**src/pcd_consts.vh**
```
// Constants for the protection command host sequencer.
// Assumes a parallel flash bus strobed by chip select, write enable, output enable.
`ifndef PCD_CONSTS_VH
`define PCD_CONSTS_VH
// --------------------------------------------------------------------------
// Unlock addresses and data
// --------------------------------------------------------------------------
`define PCD_ADDR_X8_AAA   26'h0000aaa
`define PCD_ADDR_X8_555   26'h0000555
`define PCD_ADDR_X16_555  26'h0000555
`define PCD_ADDR_X16_2AA  26'h00002aa
`define PCD_ADDR_ZERO     26'h0000000
`define PCD_DATA_AA       8'haa
`define PCD_DATA_55       8'h55
// --------------------------------------------------------------------------
// Command codes
// --------------------------------------------------------------------------
`define PCD_CODE_VOLATILE 8'he0
`define PCD_CODE_EXTENDED 8'h88
`define PCD_CODE_PROGRAM  8'ha0
`define PCD_CODE_EXIT1    8'h90
`define PCD_CODE_EXIT2    8'h00
`define PCD_CODE_PROTECT  8'h00
`define PCD_CODE_UNPROT   8'h01
`define PCD_CODE_UNLK1    8'h25
`define PCD_CODE_UNLK2    8'h03
`define PCD_CODE_UNLK3    8'h29
// --------------------------------------------------------------------------
// Operations at the user port
// --------------------------------------------------------------------------
`define PCD_OP_ENTER_VOL  4'h0
`define PCD_OP_ENTER_EXT  4'h1
`define PCD_OP_EXIT_VOL   4'h2
`define PCD_OP_EXIT_EXT   4'h3
`define PCD_OP_SET_BIT    4'h4
`define PCD_OP_CLR_BIT    4'h5
`define PCD_OP_READ       4'h6
`define PCD_OP_PWD_PROG   4'h7
`define PCD_OP_PWD_UNLOCK 4'h8
`define PCD_OP_EXT_PROG   4'h9
// --------------------------------------------------------------------------
// Timing
// --------------------------------------------------------------------------
`define PCD_CLK_MHZ        250
`define PCD_PHASE_CYC      4
`define PCD_UNLOCK_GAP_NS  6000
`define PCD_UNLOCK_GAP_CYC ((`PCD_UNLOCK_GAP_NS * `PCD_CLK_MHZ + 999) / 1000)
`endif

```
**src/pcd_host.v**
```verilog
// Host sequencer for the protection and extended-block command sets of a flash.
// Assumes the flash keeps its own protection state; this side only issues cycles.
`include "pcd_consts.vh"
module pcd_host (
    clock,
    rst_n,
    byteMode,
    cmdValid,
    cmdReady,
    cmdOp,
    cmdAddr,
    cmdData,
    cmdPassword,
    rspValid,
    rspData,
    unlockWaiting,
    flashAddr,
    flashCeN,
    flashWeN,
    flashOeN,
    flashDqOut,
    flashDqOeN,
    flashDqIn
);
    input  wire        clock;
    input  wire        rst_n;
    input  wire        byteMode;
    input  wire        cmdValid;
    output wire        cmdReady;
    input  wire [3:0]  cmdOp;
    input  wire [25:0] cmdAddr;
    input  wire [15:0] cmdData;
    input  wire [63:0] cmdPassword;
    output reg         rspValid;
    output reg  [15:0] rspData;
    output wire        unlockWaiting;
    output wire [25:0] flashAddr;
    output wire        flashCeN;
    output wire        flashWeN;
    output wire        flashOeN;
    output wire [15:0] flashDqOut;
    output wire        flashDqOeN;
    input  wire [15:0] flashDqIn;

    // ----------------------------------------------------------------------
    // States
    // ----------------------------------------------------------------------
    localparam [3:0] ST_IDLE = 4'b0001;
    localparam [3:0] ST_ISSUE = 4'b0010;
    localparam [3:0] ST_WAIT = 4'b0100;
    localparam [3:0] ST_DONE = 4'b1000;
    localparam [31:0] GAP_FULL = `PCD_UNLOCK_GAP_CYC;

    reg [3:0]  state_q;
    reg [3:0]  op_q;
    reg [25:0] addr_q;
    reg [15:0] data_q;
    reg [63:0] pwd_q;
    reg        x8_q;
    reg [3:0]  step_q;
    reg [15:0] gap_q;
    reg [15:0] rdLast_q;

    reg        cycStart;
    reg        cycRead;
    reg [25:0] cycAddr;
    reg [15:0] cycData;
    reg        lastStep;
    wire       cycDone;
    wire [15:0] cycRdData;
    wire [2:0] pwdIdx;

    assign cmdReady      = (state_q == ST_IDLE) &&
                           !(cmdOp == `PCD_OP_PWD_UNLOCK && gap_q != 16'h0);
    assign unlockWaiting = (gap_q != 16'h0);
    assign pwdIdx        = step_q[2:0] - 3'h2;

    // ----------------------------------------------------------------------
    // Cycle table: address, data and direction of each step
    // ----------------------------------------------------------------------
    always @*
    begin
        cycRead  = 1'b0;
        cycAddr  = `PCD_ADDR_ZERO;
        cycData  = 16'h0000;
        lastStep = 1'b0;
        case (op_q)
            `PCD_OP_ENTER_VOL, `PCD_OP_ENTER_EXT, `PCD_OP_EXT_PROG, `PCD_OP_EXIT_EXT:
            begin
                if (step_q == 4'h0)
                begin
                    cycAddr = x8_q ? `PCD_ADDR_X8_AAA : `PCD_ADDR_X16_555;
                    cycData = {8'h00, `PCD_DATA_AA};
                end
                else if (step_q == 4'h1)
                begin
                    cycAddr = x8_q ? `PCD_ADDR_X8_555 : `PCD_ADDR_X16_2AA;
                    cycData = {8'h00, `PCD_DATA_55};
                end
                else if (step_q == 4'h2)
                begin
                    if (op_q == `PCD_OP_EXIT_EXT)
                        cycAddr = x8_q ? `PCD_ADDR_X8_555 : `PCD_ADDR_X16_555;
                    else
                        cycAddr = x8_q ? `PCD_ADDR_X8_AAA : `PCD_ADDR_X16_555;
                    if (op_q == `PCD_OP_ENTER_VOL)
                        cycData = {8'h00, `PCD_CODE_VOLATILE};
                    else if (op_q == `PCD_OP_ENTER_EXT)
                        cycData = {8'h00, `PCD_CODE_EXTENDED};
                    else if (op_q == `PCD_OP_EXT_PROG)
                        cycData = {8'h00, `PCD_CODE_PROGRAM};
                    else
                        cycData = {8'h00, `PCD_CODE_EXIT1};
                    lastStep = (op_q == `PCD_OP_ENTER_VOL) || (op_q == `PCD_OP_ENTER_EXT);
                end
                else
                begin
                    cycAddr  = addr_q;
                    cycData  = (op_q == `PCD_OP_EXIT_EXT) ? {8'h00, `PCD_CODE_EXIT2} : data_q;
                    lastStep = 1'b1;
                end
            end
            `PCD_OP_EXIT_VOL:
            begin
                if (step_q == 4'h0)
                    cycData = {8'h00, `PCD_CODE_EXIT1};
                else
                    cycData = {8'h00, `PCD_CODE_EXIT2};
                lastStep = (step_q == 4'h1);
            end
            `PCD_OP_SET_BIT, `PCD_OP_CLR_BIT, `PCD_OP_PWD_PROG:
            begin
                cycAddr  = (step_q == 4'h0) ? `PCD_ADDR_ZERO : addr_q;
                if (step_q == 4'h0)
                    cycData = {8'h00, `PCD_CODE_PROGRAM};
                else if (op_q == `PCD_OP_SET_BIT)
                    cycData = {8'h00, `PCD_CODE_PROTECT};
                else if (op_q == `PCD_OP_CLR_BIT)
                    cycData = {8'h00, `PCD_CODE_UNPROT};
                else
                    cycData = data_q;
                lastStep = (step_q == 4'h1);
            end
            `PCD_OP_READ:
            begin
                cycRead  = 1'b1;
                cycAddr  = addr_q;
                lastStep = 1'b1;
            end
            `PCD_OP_PWD_UNLOCK:
            begin
                if (step_q == 4'h0)
                    cycData = {8'h00, `PCD_CODE_UNLK1};
                else if (step_q == 4'h1)
                    cycData = {8'h00, `PCD_CODE_UNLK2};
                else if (step_q == (x8_q ? 4'ha : 4'h6))
                begin
                    cycData  = {8'h00, `PCD_CODE_UNLK3};
                    lastStep = 1'b1;
                end
                else
                begin
                    // Portions walk upward from index 0
                    if (x8_q)
                    begin
                        cycAddr = {23'h000000, pwdIdx};
                        cycData = {8'h00, pwd_q[pwdIdx * 8 +: 8]};
                    end
                    else
                    begin
                        cycAddr = {24'h000000, pwdIdx[1:0]};
                        cycData = pwd_q[pwdIdx[1:0] * 16 +: 16];
                    end
                end
            end
            default:
            begin
                lastStep = 1'b1;
            end
        endcase
    end

    // ----------------------------------------------------------------------
    // Sequencer
    // ----------------------------------------------------------------------
    always @*
    begin
        cycStart = (state_q == ST_ISSUE);
    end

    always @(posedge clock)
    begin
        if (!rst_n)
        begin
            state_q  <= ST_IDLE;
            op_q     <= 4'h0;
            addr_q   <= 26'h0000000;
            data_q   <= 16'h0000;
            pwd_q    <= 64'h0000000000000000;
            x8_q     <= 1'b0;
            step_q   <= 4'h0;
            gap_q    <= 16'h0000;
            rspValid <= 1'b0;
            rspData  <= 16'h0000;
            rdLast_q <= 16'h0000;
        end
        else
        begin
            rspValid <= 1'b0;
            if (gap_q != 16'h0)
                gap_q <= gap_q - 16'h1;
            case (state_q)
                ST_IDLE:
                begin
                    if (cmdValid && cmdReady)
                    begin
                        op_q    <= cmdOp;
                        addr_q  <= cmdAddr;
                        data_q  <= cmdData;
                        pwd_q   <= cmdPassword;
                        x8_q    <= byteMode;
                        step_q  <= 4'h0;
                        state_q <= ST_ISSUE;
                    end
                end
                ST_ISSUE:
                begin
                    state_q <= ST_WAIT;
                end
                ST_WAIT:
                begin
                    if (cycDone)
                    begin
                        rdLast_q <= cycRdData;
                        if (lastStep)
                            state_q <= ST_DONE;
                        else
                        begin
                            step_q  <= step_q + 4'h1;
                            state_q <= ST_ISSUE;
                        end
                    end
                end
                ST_DONE:
                begin
                    rspValid <= 1'b1;
                    rspData  <= rdLast_q;
                    // Spacing counts from the end of the closing cycle
                    if (op_q == `PCD_OP_PWD_UNLOCK)
                        gap_q <= GAP_FULL[15:0];
                    state_q <= ST_IDLE;
                end
                default:
                begin
                    state_q <= ST_IDLE;
                end
            endcase
        end
    end

    pcd_bus_cycle u_cycle (
        .clock      (clock),
        .rst_n      (rst_n),
        .start      (cycStart),
        .isRead     (cycRead),
        .addrIn     (cycAddr),
        .dataIn     (cycData),
        .busy       (),
        .done       (cycDone),
        .readData   (cycRdData),
        .flashAddr  (flashAddr),
        .flashCeN   (flashCeN),
        .flashWeN   (flashWeN),
        .flashOeN   (flashOeN),
        .flashDqOut (flashDqOut),
        .flashDqOeN (flashDqOeN),
        .flashDqIn  (flashDqIn)
    );
endmodule // pcd_host

```
**src/pcd_bus_cycle.v**
```verilog
// One flash bus cycle: a write or a read strobe of fixed phase length.
// Assumes the flash samples on the rising edge of its write or output enable.
`include "pcd_consts.vh"
module pcd_bus_cycle (
    clock,
    rst_n,
    start,
    isRead,
    addrIn,
    dataIn,
    busy,
    done,
    readData,
    flashAddr,
    flashCeN,
    flashWeN,
    flashOeN,
    flashDqOut,
    flashDqOeN,
    flashDqIn
);
    input  wire        clock;
    input  wire        rst_n;
    input  wire        start;
    input  wire        isRead;
    input  wire [25:0] addrIn;
    input  wire [15:0] dataIn;
    output wire        busy;
    output reg         done;
    output reg  [15:0] readData;
    output reg  [25:0] flashAddr;
    output reg         flashCeN;
    output reg         flashWeN;
    output reg         flashOeN;
    output reg  [15:0] flashDqOut;
    output reg         flashDqOeN;
    input  wire [15:0] flashDqIn;

    // ----------------------------------------------------------------------
    // Data pin synchroniser
    // ----------------------------------------------------------------------
    reg [15:0] dqMeta_q;
    reg [15:0] dqSync_q;
    reg [3:0]  phase_q;
    reg        rd_q;

    assign busy = (phase_q != 4'h0);

    always @(posedge clock)
    begin
        dqMeta_q <= flashDqIn;
        dqSync_q <= dqMeta_q;
    end

    // ----------------------------------------------------------------------
    // Strobe sequencing: setup, strobe low, hold, release
    // ----------------------------------------------------------------------
    always @(posedge clock)
    begin
        if (!rst_n)
        begin
            phase_q    <= 4'h0;
            rd_q       <= 1'b0;
            done       <= 1'b0;
            readData   <= 16'h0000;
            flashAddr  <= 26'h0000000;
            flashCeN   <= 1'b1;
            flashWeN   <= 1'b1;
            flashOeN   <= 1'b1;
            flashDqOut <= 16'h0000;
            flashDqOeN <= 1'b1;
        end
        else
        begin
            done <= 1'b0;
            if (phase_q == 4'h0)
            begin
                if (start)
                begin
                    phase_q    <= 4'h1;
                    rd_q       <= isRead;
                    flashAddr  <= addrIn;
                    flashDqOut <= dataIn;
                    flashCeN   <= 1'b0;
                    // A read cycle never drives the data pins
                    flashDqOeN <= isRead;
                end
            end
            else
            begin
                phase_q <= phase_q + 4'h1;
                if (phase_q == 4'h1)
                begin
                    flashWeN <= rd_q;
                    flashOeN <= ~rd_q;
                end
                if (phase_q == 4'h1 + `PCD_PHASE_CYC)
                begin
                    flashWeN <= 1'b1;
                    flashOeN <= 1'b1;
                    if (rd_q)
                        readData <= dqSync_q;
                end
                if (phase_q == 4'h2 + `PCD_PHASE_CYC)
                begin
                    flashCeN   <= 1'b1;
                    flashDqOeN <= 1'b1;
                    phase_q    <= 4'h0;
                    done       <= 1'b1;
                end
            end
        end
    end
endmodule // pcd_bus_cycle

```
**config.mk**
```make
export PLATFORM = sky130hd
export DESIGN_NAME = pcd_host
export DESIGN_NICKNAME = d
export VERILOG_FILES = /design/src/pcd_host.v /design/src/pcd_bus_cycle.v
export VERILOG_INCLUDE_DIRS = /design/src
export SDC_FILE = /design/constraint.sdc
export NUM_CORES = 1
export LEC_CHECK = 0
export BUFFER_PORTS_ARGS = -buffer_cell sky130_fd_sc_hd__buf_2
export CAP_MARGIN = 10
export CORE_MARGIN = 8
export CORE_UTILIZATION = 30
export CTS_CLUSTER_DIAMETER = 40
export DETAILED_ROUTE_END_ITERATION = 12
export SETUP_SLACK_MARGIN = 0.15
export SLEW_MARGIN = 20
export SYNTH_ARGS = -nofsm -noshare
export SYNTH_HDL_FRONTEND = slang
export SYNTH_SLANG_ARGS = --single-unit
```
**constraint.sdc**
```tcl
create_clock -name clock -period 4.3 [get_ports clock]
set_input_delay 0.86 -clock clock [delete_from_list [all_inputs] [get_ports clock]]
set_output_delay 0.86 -clock clock [all_outputs]
set_load 0.005 [all_outputs]
```
# [Word-level counts from Yosys, hierarchy flattened]
# Cells that the tools add are included.
[word_totals] out_inout_bits=65 regBits=268 elab_cells=142 input_bits=130
[op_classes] n_shift=2 n_eq_ne=24 muxes=62 bitwise=3 n_addsub=4 reduce_logical=24
[ops] cell="two-way mux 16 bit" n=14
[ops] cell="two-way mux 26 bit" n=4
[ops] cell="case mux 26 bit (4 select lines)" n=1
[ops] cell="case mux 16 bit (4 select lines)" n=1
[ops] cell="variable part select 64 x 7 -> 16 bit" n=1
[ops] cell="variable part select 64 x 7 -> 8 bit" n=1
[ops] cell="two-way mux 4 bit" n=10
[ops] cell="== test 4 x 3 -> 1 bit, second input constant" n=7
[ops] cell="two-way mux 12 bit" n=2
[ops] cell="two-way mux 1 bit" n=18
[ops] cell="== test 4 x 1 -> 1 bit, second input constant" n=4
[ops] cell="== test 4 x 2 -> 1 bit, second input constant" n=4
[ops] cell="== test 4 bit, second input constant" n=4
[ops] cell="nonzero test 16 bit" n=1
[ops] cell="subtractor 16 x 1 -> 16 bit, second input constant" n=1
[ops] cell="logical NOT 4 bit" n=3
[ops] cell="two-way mux 3 bit" n=4
[ops] cell="two-way mux 6 bit" n=2
[ops] cell="case mux 4 bit (3 select lines)" n=1
[ops] cell="AND reduction 2 bit" n=6
[ops] cell="two-way mux 11 bit" n=1
[ops] cell="adder 4 x 1 -> 4 bit, second input constant" n=2
[ops] cell="two-way mux 8 bit" n=1
[ops] cell="case mux 4 bit (2 select lines)" n=1
[ops] cell="other kinds (16)" n=25

# [Longest topological paths before layout]
# Gate-level depths: netlist of the first run.
[logic_depth] word_depth=9 ltp_mapped=12 mapped_depth_nobuf=8

# [Hierarchy]
# Synthesis of the first run repeated with hierarchy kept, for this count alone.
[hier_totals] cells_unflattened=1362 hier_area_um2=11742.5
[modules_own_cells] module="pcd_host" seq_area_each_um2=3363.2 area_per_inst_um2=8272.9 cells_per_inst=1020 instances=1
[modules_own_cells] module="pcd_bus_cycle" seq_area_each_um2=2001.9 area_per_inst_um2=3469.6 cells_per_inst=342 instances=1

# [Worst setup path after synthesis of the first run]
# OpenSTA, ideal clock, no wires.
[synth_path] path_kind="reg2reg" from="register step_q[1]" to="register u_cycle.flashAddr[2]" period_less_slack_ns=2.959 arrival_time_ns=2.900 t_required_ns=4.242 stages_incl_launch_ff=13 path_buffers=4 setup_slack_ns=1.341 setup_ns=0.058 path_cell_list="dfxtp_1 buf_2 buf_1 clkbuf_1 inv_1 ha_1 or3b_2 clkbuf_1 nand2_1 a21o_1 nand2b_1 o221ai_1 o211a_1"
[synth_via] elab_chain_len=6 word_cells_on_any_way=14 classes_between="1 x add/sub; 3 x eq/ne; 9 x mux; 1 x reduce/logical"
[synth_rtl] item="start, declared" line="pcd_host.v:60" source="reg [3:0] step_q;"
[synth_rtl] item="start signal, assigned" line="pcd_host.v:239" source="step_q <= step_q + 4'h1;"
[synth_rtl] item="subtractor 3 x 2 -> 3 bit" line="pcd_host.v:76" source="assign pwdIdx = step_q[2:0] - 3'h2;"
[synth_rtl] item="two-way mux 3 bit" line="pcd_host.v:164" source="if (x8_q)"
[synth_rtl] item="two-way mux 3 bit" line="pcd_host.v:156" source="else if (step_q == (x8_q ? 4'ha : 4'h6))"
[synth_rtl] item="two-way mux 3 bit" line="pcd_host.v:154" source="else if (step_q == 4'h1)"
[synth_rtl] item="two-way mux 3 bit" line="pcd_host.v:152" source="if (step_q == 4'h0)"
[synth_rtl] item="case mux 26 bit (4 select lines) (*)" line="pcd_host.v:87" source="case (op_q)"
[synth_rtl] item="end signal, assigned" line="pcd_bus_cycle.v:82" source="flashAddr <= addrIn;"
[synth_rtl] item="end, declared" line="pcd_bus_cycle.v:31" source="output reg [25:0] flashAddr;"
# Every way passes the cells marked *; elsewhere a longest branch is shown, timed or not.
# A chain may end at the register's enable or synchronous reset.

# [Worst setup path after layout of the first run]
[layout_path] from="register gap_q[3]" to="output port cmdReady"
[layout_via] elab_chain_len=4
[layout_rtl] item="start, declared" line="pcd_host.v:61" source="reg [15:0] gap_q;"
[layout_rtl] item="start signal, assigned" line="pcd_host.v:211" source="gap_q <= gap_q - 16'h1;"
[layout_rtl] item="start signal, assigned" line="pcd_host.v:250" source="gap_q <= GAP_FULL[15:0];"
[layout_rtl] item="nonzero test 16 bit" line="pcd_host.v:74" source="!(cmdOp == `PCD_OP_PWD_UNLOCK && gap_q != 16'h0);"
[layout_rtl] item="logical AND 1 bit" line="pcd_host.v:74"
[layout_rtl] item="logical NOT 1 bit" line="pcd_host.v:74"
[layout_rtl] item="logical AND 1 bit" line="pcd_host.v:73" source="assign cmdReady = (state_q == ST_IDLE) &&"
[layout_rtl] item="end, declared" line="pcd_host.v:29" source="output wire cmdReady;"
# No other way between the ends.

==> results.toml, run 1 <==
[run_status]
status = "complete, no violations"

[sta]
setup_viol = 0
worst_hold_slack_ns = 0.3245
period_share_pct = 77.73
fmax_mhz = 299.2
slew_headroom_pct = 28.26
rsz0062_at_grt = "false"
slew_violations = 0
hold_viol = 0
fin_tns_setup_ns = 0
worst_slew_pin_slew_ns = 1.072
clock-skew-final_ns = 0.02809
finalCriticalPeriod_ns = 3.343

[synthesis]
netlist_top_cells_area = "dfxtp_1 46%, nand2_1 11%, mux4_2 6.2%, a21boi_1 5.8%, a21boi_0 4.3%"
mappedNetlistNets = 1427
netlist_area_mm2 = 0.01158
synth_edf_count = 0
synth_ff_type = "dfxtp_1"
synth_top_area_share_pct = 46.32
synth_top_area_cell = "dfxtp_1"
ys_warn_count = 0
seq_area_frac_synth_pct = 46.32
synth-seq-cells = 268
syn_inst = 1291
avgSynthCellArea_um2 = 8.973
yosysUniqueCellTypes = 68
async_flop_share_pct = 0

[floorplanning]
core-area_mm2 = 0.03838
die_area_mm2 = 0.04516
start_util_pct = 30.18
die_w_um = 212.5
die_y_um = 212.5
fp-row-count = 72
ioPinCount = 195

[worst_setup_path]
r2r_start = "step_q[1]$_SDFFE_PN0P_"
worstPathRequired_ns = 3.44
critPathKind = "flip-flop to output port"
r2r_slack_ns = 1.22
crit_path_start_kind = "flip-flop"
arrival_ns = 2.48
crit_family = "simple AND/OR/NAND/NOR gates"
startpoint = "gap_q[3]$_SDFF_PN0_"
cp_max_fo = 6
cp_num_cells = 5
crit_chain = "nor4_1 > nand3_1 > o21ai_2 > and2_1 > buf_2"
slowest_delay_ns = 0.69
r2r-end = "u_cycle.flashAddr[14]$_SDFFE_PN0P_"
cp_slowest_cell = "nor4_1"
path_buf_inv = 1
end_kind = "output port"
crit_end = "cmdReady"
reg2regPathDepth = 9

[global_route]
grt_max_degree = 110
grt_pass1_wl_um = 53060
groute.usage.overall_pct = 14.68
grt-ovfl-total = 0
grt_pass1_vias = 9548
antenna_found_initial = 0

[cts]
cts_root_buf = "clkbuf_16"
clkTransAtPathRegs_ns = 0.06
ctsHtreeMaxLevel = 2
cts_tree = "yes"
postCtsHoldBufs = 0
clock_sinks = 268
postCtsSetupBuffers = 0
cts_buffer_depth = 3
ctsResizeCount = 0
numCtsBuffers = 44
clock_latency_ns = 0.56

[run]
max-cap-violations = 0

[final_layout]
final_nets = 1590
antenna_cells = 0
layout-drive-gt1-share_pct = 22.93
fin_cells = 2005
syn2layout_area_growth_pct = 25.21
final_util_pct = 37.79

[drt]
firstDrtPassIters = 5
viasPerCell = 4.897
drt-total-wl_um = 33750
drc = 0
routedWlPerCell_um = 16.83
drtIter0Drc = 702
ant_nets = 0
via_count = 9819

[power]
power_leakage_nw = 5.668
powerDensity_mw_per_mm2 = 532.7
peakVddDrop_uv = 325.5

[placed_design]
placed_cells = 1926
hpwl_um = 23670
gp_congestion = 0.8628
portBuffers = 194

[worst_hold_path]
holdCritPathClass = "flip-flop to flip-flop"
hold_depth = 0
## how the worst min path moves through the flow
stage	start	endpoint
after CTS	u_cycle.dqMeta_q[9]$_DFF_P_	u_cycle.dqSync_q[9]$_DFF_P_
after detailed placement	u_cycle.dqMeta_q[9]$_DFF_P_	u_cycle.dqSync_q[9]$_DFF_P_
after global placement	u_cycle.dqMeta_q[7]$_DFF_P_	u_cycle.dqSync_q[7]$_DFF_P_
after global routing	u_cycle.dqMeta_q[9]$_DFF_P_	u_cycle.dqSync_q[9]$_DFF_P_
after floorplan	u_cycle.dqMeta_q[0]$_DFF_P_	u_cycle.dqSync_q[0]$_DFF_P_
final	u_cycle.dqMeta_q[3]$_DFF_P_	u_cycle.dqSync_q[3]$_DFF_P_
## layout by cell type (no fill, tap or decap), drive strengths merged, types with 5 or more instances in the layout
| cell | count |
|---|---|
| nand3 | 14 |
| or3b | 5 |
| mux4 | 32 |
| nor2b | 39 |
| xor2 | 6 |
| mux2i | 24 |
| and3 | 8 |
| a22oi | 24 |
| bufinv | 5 |
| a31oi | 7 |
| clkinv | 11 |
| o21ai | 49 |
| nor3 | 9 |
| ha | 6 |
| a211oi | 6 |
| nor4 | 5 |
| nor3b | 7 |
| nor2 | 31 |
| dfxtp | 268 |
| buf | 211 |
| nand2b | 10 |
| clkbuf | 51 |
| a21boi | 156 |
| inv | 22 |
| o31ai | 6 |
| a21oi | 44 |
| nand3b | 5 |
| nand2 | 340 |
| xnor2 | 5 |
| and2 | 20 |
## worst register-to-register path, stage by stage, from the launching register on
cell     delay (ns)
dfxtp_1        0.46
inv_1          0.10
ha_1           0.27
nor3b_1        0.16
buf_4          0.21
nor2_1         0.33
a31oi_1        0.24
nor2_1         0.85
a22oi_1        0.18
nor2b_1        0.19
## power breakdown
group / internal, mW / switching, mW / leakage (nW)
Combinational: 0.520 / 0.739 / 2.75
Sequential: 2.71 / 0.188 / 2.19
Clock: 2.27 / 1.30 / 0.729
## synth_stat cells (14+ instances only)
cell type and count:
mux4_2 32, inv_1 14, nor2_1 31, a21oi_1 44, mux2i_1 24, a21boi_1 90, a22oi_1 24, o21ai_0 48
clkbuf_1 71, nand2_1 340, nor2b_1 39, and2_1 20, dfxtp_1 268, a21boi_0 66
## cells by family after synthesis
group,Yosys count,synth area share [%]
and+or+nand+nor,511,20.07
AOI/OAI and AO/OA,330,19.79
DFF,268,46.32
buffers and inverters,108,3.953
muxes,57,8.393
xor gates and xnor gates,11,0.8317
adders and majority gates,6,0.6481
## per-layer routing
metal / global-route usage [%] / vias to the layer above / routed length (um)
met5: 0 / - / 0
met4: 4.522 / 0 / 620
met3: 4.068 / 45 / 2484
met2: 22.92 / 298 / 15140
met1: 19.51 / 4650 / 15500
li1: - / 4826 / -
## flip-flops by register name, indices dropped and copies added (netlist names), 4 cells and up
| signal | count |
|---|---|
| pwd_q | 64 |
| addr_q | 26 |
| u_cycle.flashAddr | 26 |
| data_q | 16 |
| gap_q | 16 |
| rdLast_q | 16 |
| rspData | 16 |
| u_cycle.dqMeta_q | 16 |
| u_cycle.dqSync_q | 16 |
| u_cycle.flashDqOut | 16 |
| u_cycle.readData | 16 |
| op_q | 4 |
| state_q | 4 |
| step_q | 4 |
| u_cycle.phase_q | 4 |
## per-stage QoR
| step | worst slack [ns] | cell area (um2) | power (mW) |
|---|---|---|---|
| after floorplan | 1.341 | 11580 | 3.813 |
| after CTS | 0.8895 | 14500 | 7.838 |
| after global placement | 1.272 | 12960 | 4.164 |
| after detailed placement | 1.290 | 12990 | 4.210 |
| final | 0.9575 | 14500 | 7.727 |
| after global routing | 0.8252 | 14500 | 8.121 |
## final cells by class
cell class	count	area, um2
multi-input combinational	915	5784
tap	518	648.1
clock inverter	28	361.6
inverter	14	52.55
clock buffer	51	1157
fill	3903	23870
sequential	268	5366
timing repair buffer	211	1134
No activity file was read; power rests on OpenSTA's default activity.
==> run 2: changes to the inputs <==
==> constraint.sdc (replaced) <==
create_clock -name clock -period 3 [get_ports clock]
set_input_delay 0.6 -clock clock [delete_from_list [all_inputs] [get_ports clock]]
set_output_delay 0.6 -clock clock [all_outputs]
set_load 0.005 [all_outputs]
==> results.toml, run 2 (synthesis gave the netlist of run 1 again) <==
[worst_setup_path]
cp_slowest_cell = "or4_4"
r2r_slack_ns = 0.37
critPathKind = "flip-flop to output port"
crit_path_start_kind = "flip-flop"
worstPathRequired_ns = 2.40
arrival_ns = 2.26
end_kind = "output port"
slowest_delay_ns = 0.53
cp_max_fo = 2
path_buf_inv = 1
crit_chain = "or4_4 > or3b_4 > o21ai_4 > and2_4 > buf_6"
crit_family = "simple AND/OR/NAND/NOR gates"

[sta]
period_share_pct = 95.50
hold_viol = 0
setup_viol = 0
slew_violations = 0
clock-skew-final_ns = 0.02197
slew_headroom_pct = 44.98
setup_ws_ns = 0.1351
fin_tns_setup_ns = 0
fmax_mhz = 349.0
worst_slew_pin_slew_ns = 0.8253
finalCriticalPeriod_ns = 2.865
rsz0062_at_grt = "true"

[drt]
ant_nets = 0
routedWlPerCell_um = 16.99
drtIter0Drc = 679
drc = 0
firstDrtPassIters = 5
via_count = 9886
viasPerCell = 4.846
drt-total-wl_um = 34660

[global_route]
grt_pass1_wl_um = 54270
grt-ovfl-total = 0
grt_max_degree = 82
groute.usage.overall_pct = 15.09
grt_pass1_vias = 9624
antenna_found_initial = 1

[floorplanning]
die_w_um = 212.5
fp-row-count = 72
core-area_mm2 = 0.03838
start_util_pct = 30.18
die_area_mm2 = 0.04516
die_y_um = 212.5
ioPinCount = 195

[cts]
numCtsBuffers = 45
clock_latency_ns = 0.56
cts_buffer_depth = 3
clock_sinks = 268
cts_tree = "yes"
cts_root_buf = "clkbuf_16"
clkTransAtPathRegs_ns = 0.06
postCtsHoldBufs = 0
ctsHtreeMaxLevel = 2

[final_layout]
regMostFlops = "pwd_q"
multi_input_area_mm2 = 0.005833
syn2layout_area_growth_pct = 27.93
antenna_cells = 0
seq_area_mm2 = 0.005369
final_nets = 1623
largest_reg_flops = 64
final_cell_mix = "340 x nand2_1, 265 x dfxtp_1, 192 x buf_2, 90 x a21boi_1, 66 x a21boi_0"
layout-drive-gt1-share_pct = 25.10
fill_cells = 3912
reg.largest.list = "pwd_q x64, addr_q x26, u_cycle.flashAddr x26"
mostFrequentLayoutCell = "nand2_1"

[power]
powerDensity_mw_per_mm2 = 766.0
peakVddDrop_uv = 432.6
power_leakage_nw = 5.872
power_mw = 11.35

[placed_design]
gp_congestion = 0.9041
dp_slack_ns = 0.3745
portBuffers = 194
hpwl_um = 25060

[run_status]
status = "complete, no violations"

[worst_hold_path]
holdCritPathClass = "primary input to flip-flop"

[run]
max-cap-violations = 0
[run 2: cell count changes in the layout (fill, tap and decap cells not counted), sizes merged]
cell      previous run  this run
buf                211       243
clkinvlp             4         2
inv                 22        27
bufinv               5         3
clkinv              11        13
[run 2: final timing paths]
check	startpoint	end	cells after the start
min	flashDqIn[2]	u_cycle.dqMeta_q[2]$_DFF_P_	1
max	gap_q[9]$_SDFF_PN0_	cmdReady	5
max reg2reg	step_q[0]$_SDFFE_PN0P_	step_q[2]$_SDFFE_PN0P_	8
min reg2reg	u_cycle.dqMeta_q[5]$_DFF_P_	u_cycle.dqSync_q[5]$_DFF_P_	0
[run 2: final cells by class]
| type | count | area share, % |
|---|---|---|
| clock inverter | 31 | 2.297 |
| timing repair buffer | 243 | 9.431 |
| inverter | 14 | 0.3546 |
| multi-input combinational | 915 | 39.36 |
| tap | 518 | 4.374 |
| clock buffer | 51 | 7.953 |
| sequential | 268 | 36.23 |
[run 2: what timing repair did]
| item | in CTS | in global routing |
|---|---|---|
| cloned | 0 | 0 |
| resized for setup | 6 | 3 |
| setup endpoints to repair | 2 | 3 |
| pin swaps | 4 | 4 |
| hold endpoints to repair | 0 | 0 |
| buffers inserted | 5 | 3 |
[run 2: layer usage]
layer	global-route usage [%]	part of all wire [%]	vias to the layer above
met4	5.474	2.4	2
met1	20.23	46	4631
met3	3.892	7.7	53
li1	-	-	4867
met5	0	0.035	-
met2	23.19	44	333
[run 2: per-stage QoR]
stage / instance area [um2] / instances / util [%] / hold slack [ns]
2_1_floorplan: 11580 / 1291 / - / 0.3096
3_3_place_gp: 13180 / 1950 / 34.35 / 0.3127
3_5_place_dp: 13180 / 1950 / 34.35 / 0.3121
4_1_cts: 14770 / 2037 / 38.50 / 0.1155
5_1_grt: 14820 / 2040 / 38.62 / 0.1244
6_report: 14820 / 2040 / 38.62 / 0.1506
[run 2: power breakdown]
group          switching (mW)  internal [mW]  total (mW)
Sequential              0.289           3.89        4.18
Combinational            1.15          0.927        2.08
Clock                    1.93           3.16        5.10
Total                    3.37           7.98        11.4
==> run 3: changes to the inputs <==
--- a/config.mk
+++ b/config.mk
@@ -12,7 +12,7 @@
 export CORE_UTILIZATION = 30
 export CTS_CLUSTER_DIAMETER = 40
 export DETAILED_ROUTE_END_ITERATION = 12
-export SETUP_SLACK_MARGIN = 0.15
+export SETUP_SLACK_MARGIN = 0.4
 export SLEW_MARGIN = 20
 export SYNTH_ARGS = -nofsm -noshare
 export SYNTH_HDL_FRONTEND = slang
==> results.toml, run 3 (synthesis gave the netlist of run 1 again) <==
[global_route]
antenna_found_initial = 1
grt_max_degree = 150
grt_pass1_vias = 9896
grt-ovfl-total = 0
groute.usage.overall_pct = 15.08
grt_pass1_wl_um = 54650

[power]
p_switching_mw = 3.487
power_frac_comb_pct = 18.8
power.share.sequential_pct = 35.3
powerDensity_mw_per_mm2 = 786.0
pwr-share-clk_pct = 46.0
p_sw_share_pct = 29.49
power_leakage_nw = 5.933
p_int_mw = 8.337
peakVddDrop_uv = 487.6

[floorplanning]
die_area_mm2 = 0.04516
start_util_pct = 30.18
ioPinCount = 195
core-area_mm2 = 0.03838
die_w_um = 212.5
die_y_um = 212.5
fp-row-count = 72

[worst_setup_path]
crit_path_start_kind = "flip-flop"
slowest_delay_ns = 0.53
arrival_ns = 2.27
end_kind = "output port"
cp_max_fo = 2
crit_chain = "or4_4 > or3b_4 > o21ai_4 > and2_4 > buf_6"
cp_slowest_cell = "or4_4"
critPathKind = "flip-flop to output port"
worstPathRequired_ns = 2.40

[placed_design]
hpwl_um = 24710
gp_congestion = 0.9162
placed_area_mm2 = 0.01316
portBuffers = 194

[cts]
cts_root_buf = "clkbuf_16"
ctsHtreeMaxLevel = 2
clock_latency_ns = 0.56
clock_sinks = 268
cts_buffer_depth = 3
clkTransAtPathRegs_ns = 0.06
postCtsHoldBufs = 0
numCtsBuffers = 46
cts_tree = "yes"

[final_layout]
fin_area_mm2 = 0.01504
layout-drive-gt1-share_pct = 26.05
syn2layout_area_growth_pct = 29.87
antenna_cells = 0
fill_cells = 3878
mostFrequentLayoutCell = "nand2_1"
final_util_pct = 39.20
regMostFlops = "pwd_q"
reg.largest.list = "pwd_q x64, addr_q x26, u_cycle.flashAddr x26"
final_cell_mix = "339 x nand2_1, 264 x dfxtp_1, 191 x buf_2, 90 x a21boi_1, 66 x a21boi_0"
final_nets = 1626
largest_reg_flops = 64

[drt]
viasPerCell = 4.922
ant_nets = 0
via_count = 10070
drc = 0
drt-total-wl_um = 35170
routedWlPerCell_um = 17.19
drtIter0Drc = 678
firstDrtPassIters = 7

[sta]
slew_headroom_pct = 51.85
fmax_mhz = 348.4
rsz0062_at_grt = "true"
slew_violations = 0
finalCriticalPeriod_ns = 2.870
clock-skew-final_ns = 0.01528
fin_tns_setup_ns = 0
worst_hold_slack_ns = 0.1456
period_share_pct = 95.67
worst_slew_pin_slew_ns = 0.7222
setup_viol = 0
hold_viol = 0

[run_status]
status = "complete, no violations"

[worst_hold_path]
holdCritPathClass = "primary input to flip-flop"

[run]
max-cap-violations = 0
run 3: power by group through the flow:
stage,clock (mW),sequential (mW),combinational [mW]
finish,5.44,4.17,2.22
global route,5.74,4.20,2.44
CTS,5.57,4.15,2.01
detailed placement,0,4.22,1.89
global placement,0,4.21,1.86
floorplan,0,4.13,1.34
run 3: timing repair:
| action | 4_1_cts | 5_1_grt |
|---|---|---|
| setup endpoints to repair | 43 | 121 |
| setup buffers | 5 | 8 |
| pin swaps | 4 | 5 |
| cloned | 0 | 1 |
| resized for setup | 8 | 21 |
run 3: cell type report:
type	instances	area, um2	area share, %
multi-input combinational	915	5878	39.08
sequential	268	5370	35.70
timing repair buffer	245	1464	9.731
clock buffer	53	1217	8.093
tap	518	648.1	4.308
clock inverter	33	412.9	2.745
inverter	14	52.55	0.3493
run 3: per-layer routing:
metal / track usage, % / part of all wire [%]
met5: 0 / 0.037
met2: 23.35 / 45
met3: 3.405 / 7.2
met1: 20.01 / 45
met4: 6.378 / 3.1
run 3: through the flow:
stage / power [mW] / worst slack, ns / cells
2_1_floorplan: 5.469 / 0.4088 / 1291
3_3_place_gp: 6.068 / 0.2654 / 1946
3_5_place_dp: 6.106 / 0.2755 / 1946
4_1_cts: 11.73 / 0.09749 / 2037
5_1_grt: 12.38 / 0.06439 / 2046
6_report: 11.82 / 0.1300 / 2046
run 3: worst max-delay path, delay by kind of cell, from the launching register on:
family	cells	cell delay [ns]
DFF	1	0.31
buffers and inverters	1	0.09
and+or+nand+nor	3	1.16
AOI/OAI and AO/OA	1	0.15
run 3: worst paths after layout:
check	start	to	slack (ns)	depth (start not counted)
min reg2reg	u_cycle.dqMeta_q[14]$_DFF_P_	u_cycle.dqSync_q[14]$_DFF_P_	0.32	0
max reg2reg	gap_q[10]$_SDFF_PN0_	data_q[1]$_SDFFE_PN0P_	0.46	9
min	flashDqIn[0]	u_cycle.dqMeta_q[0]$_DFF_P_	0.15	1
max	gap_q[10]$_SDFF_PN0_	cmdReady	0.13	5
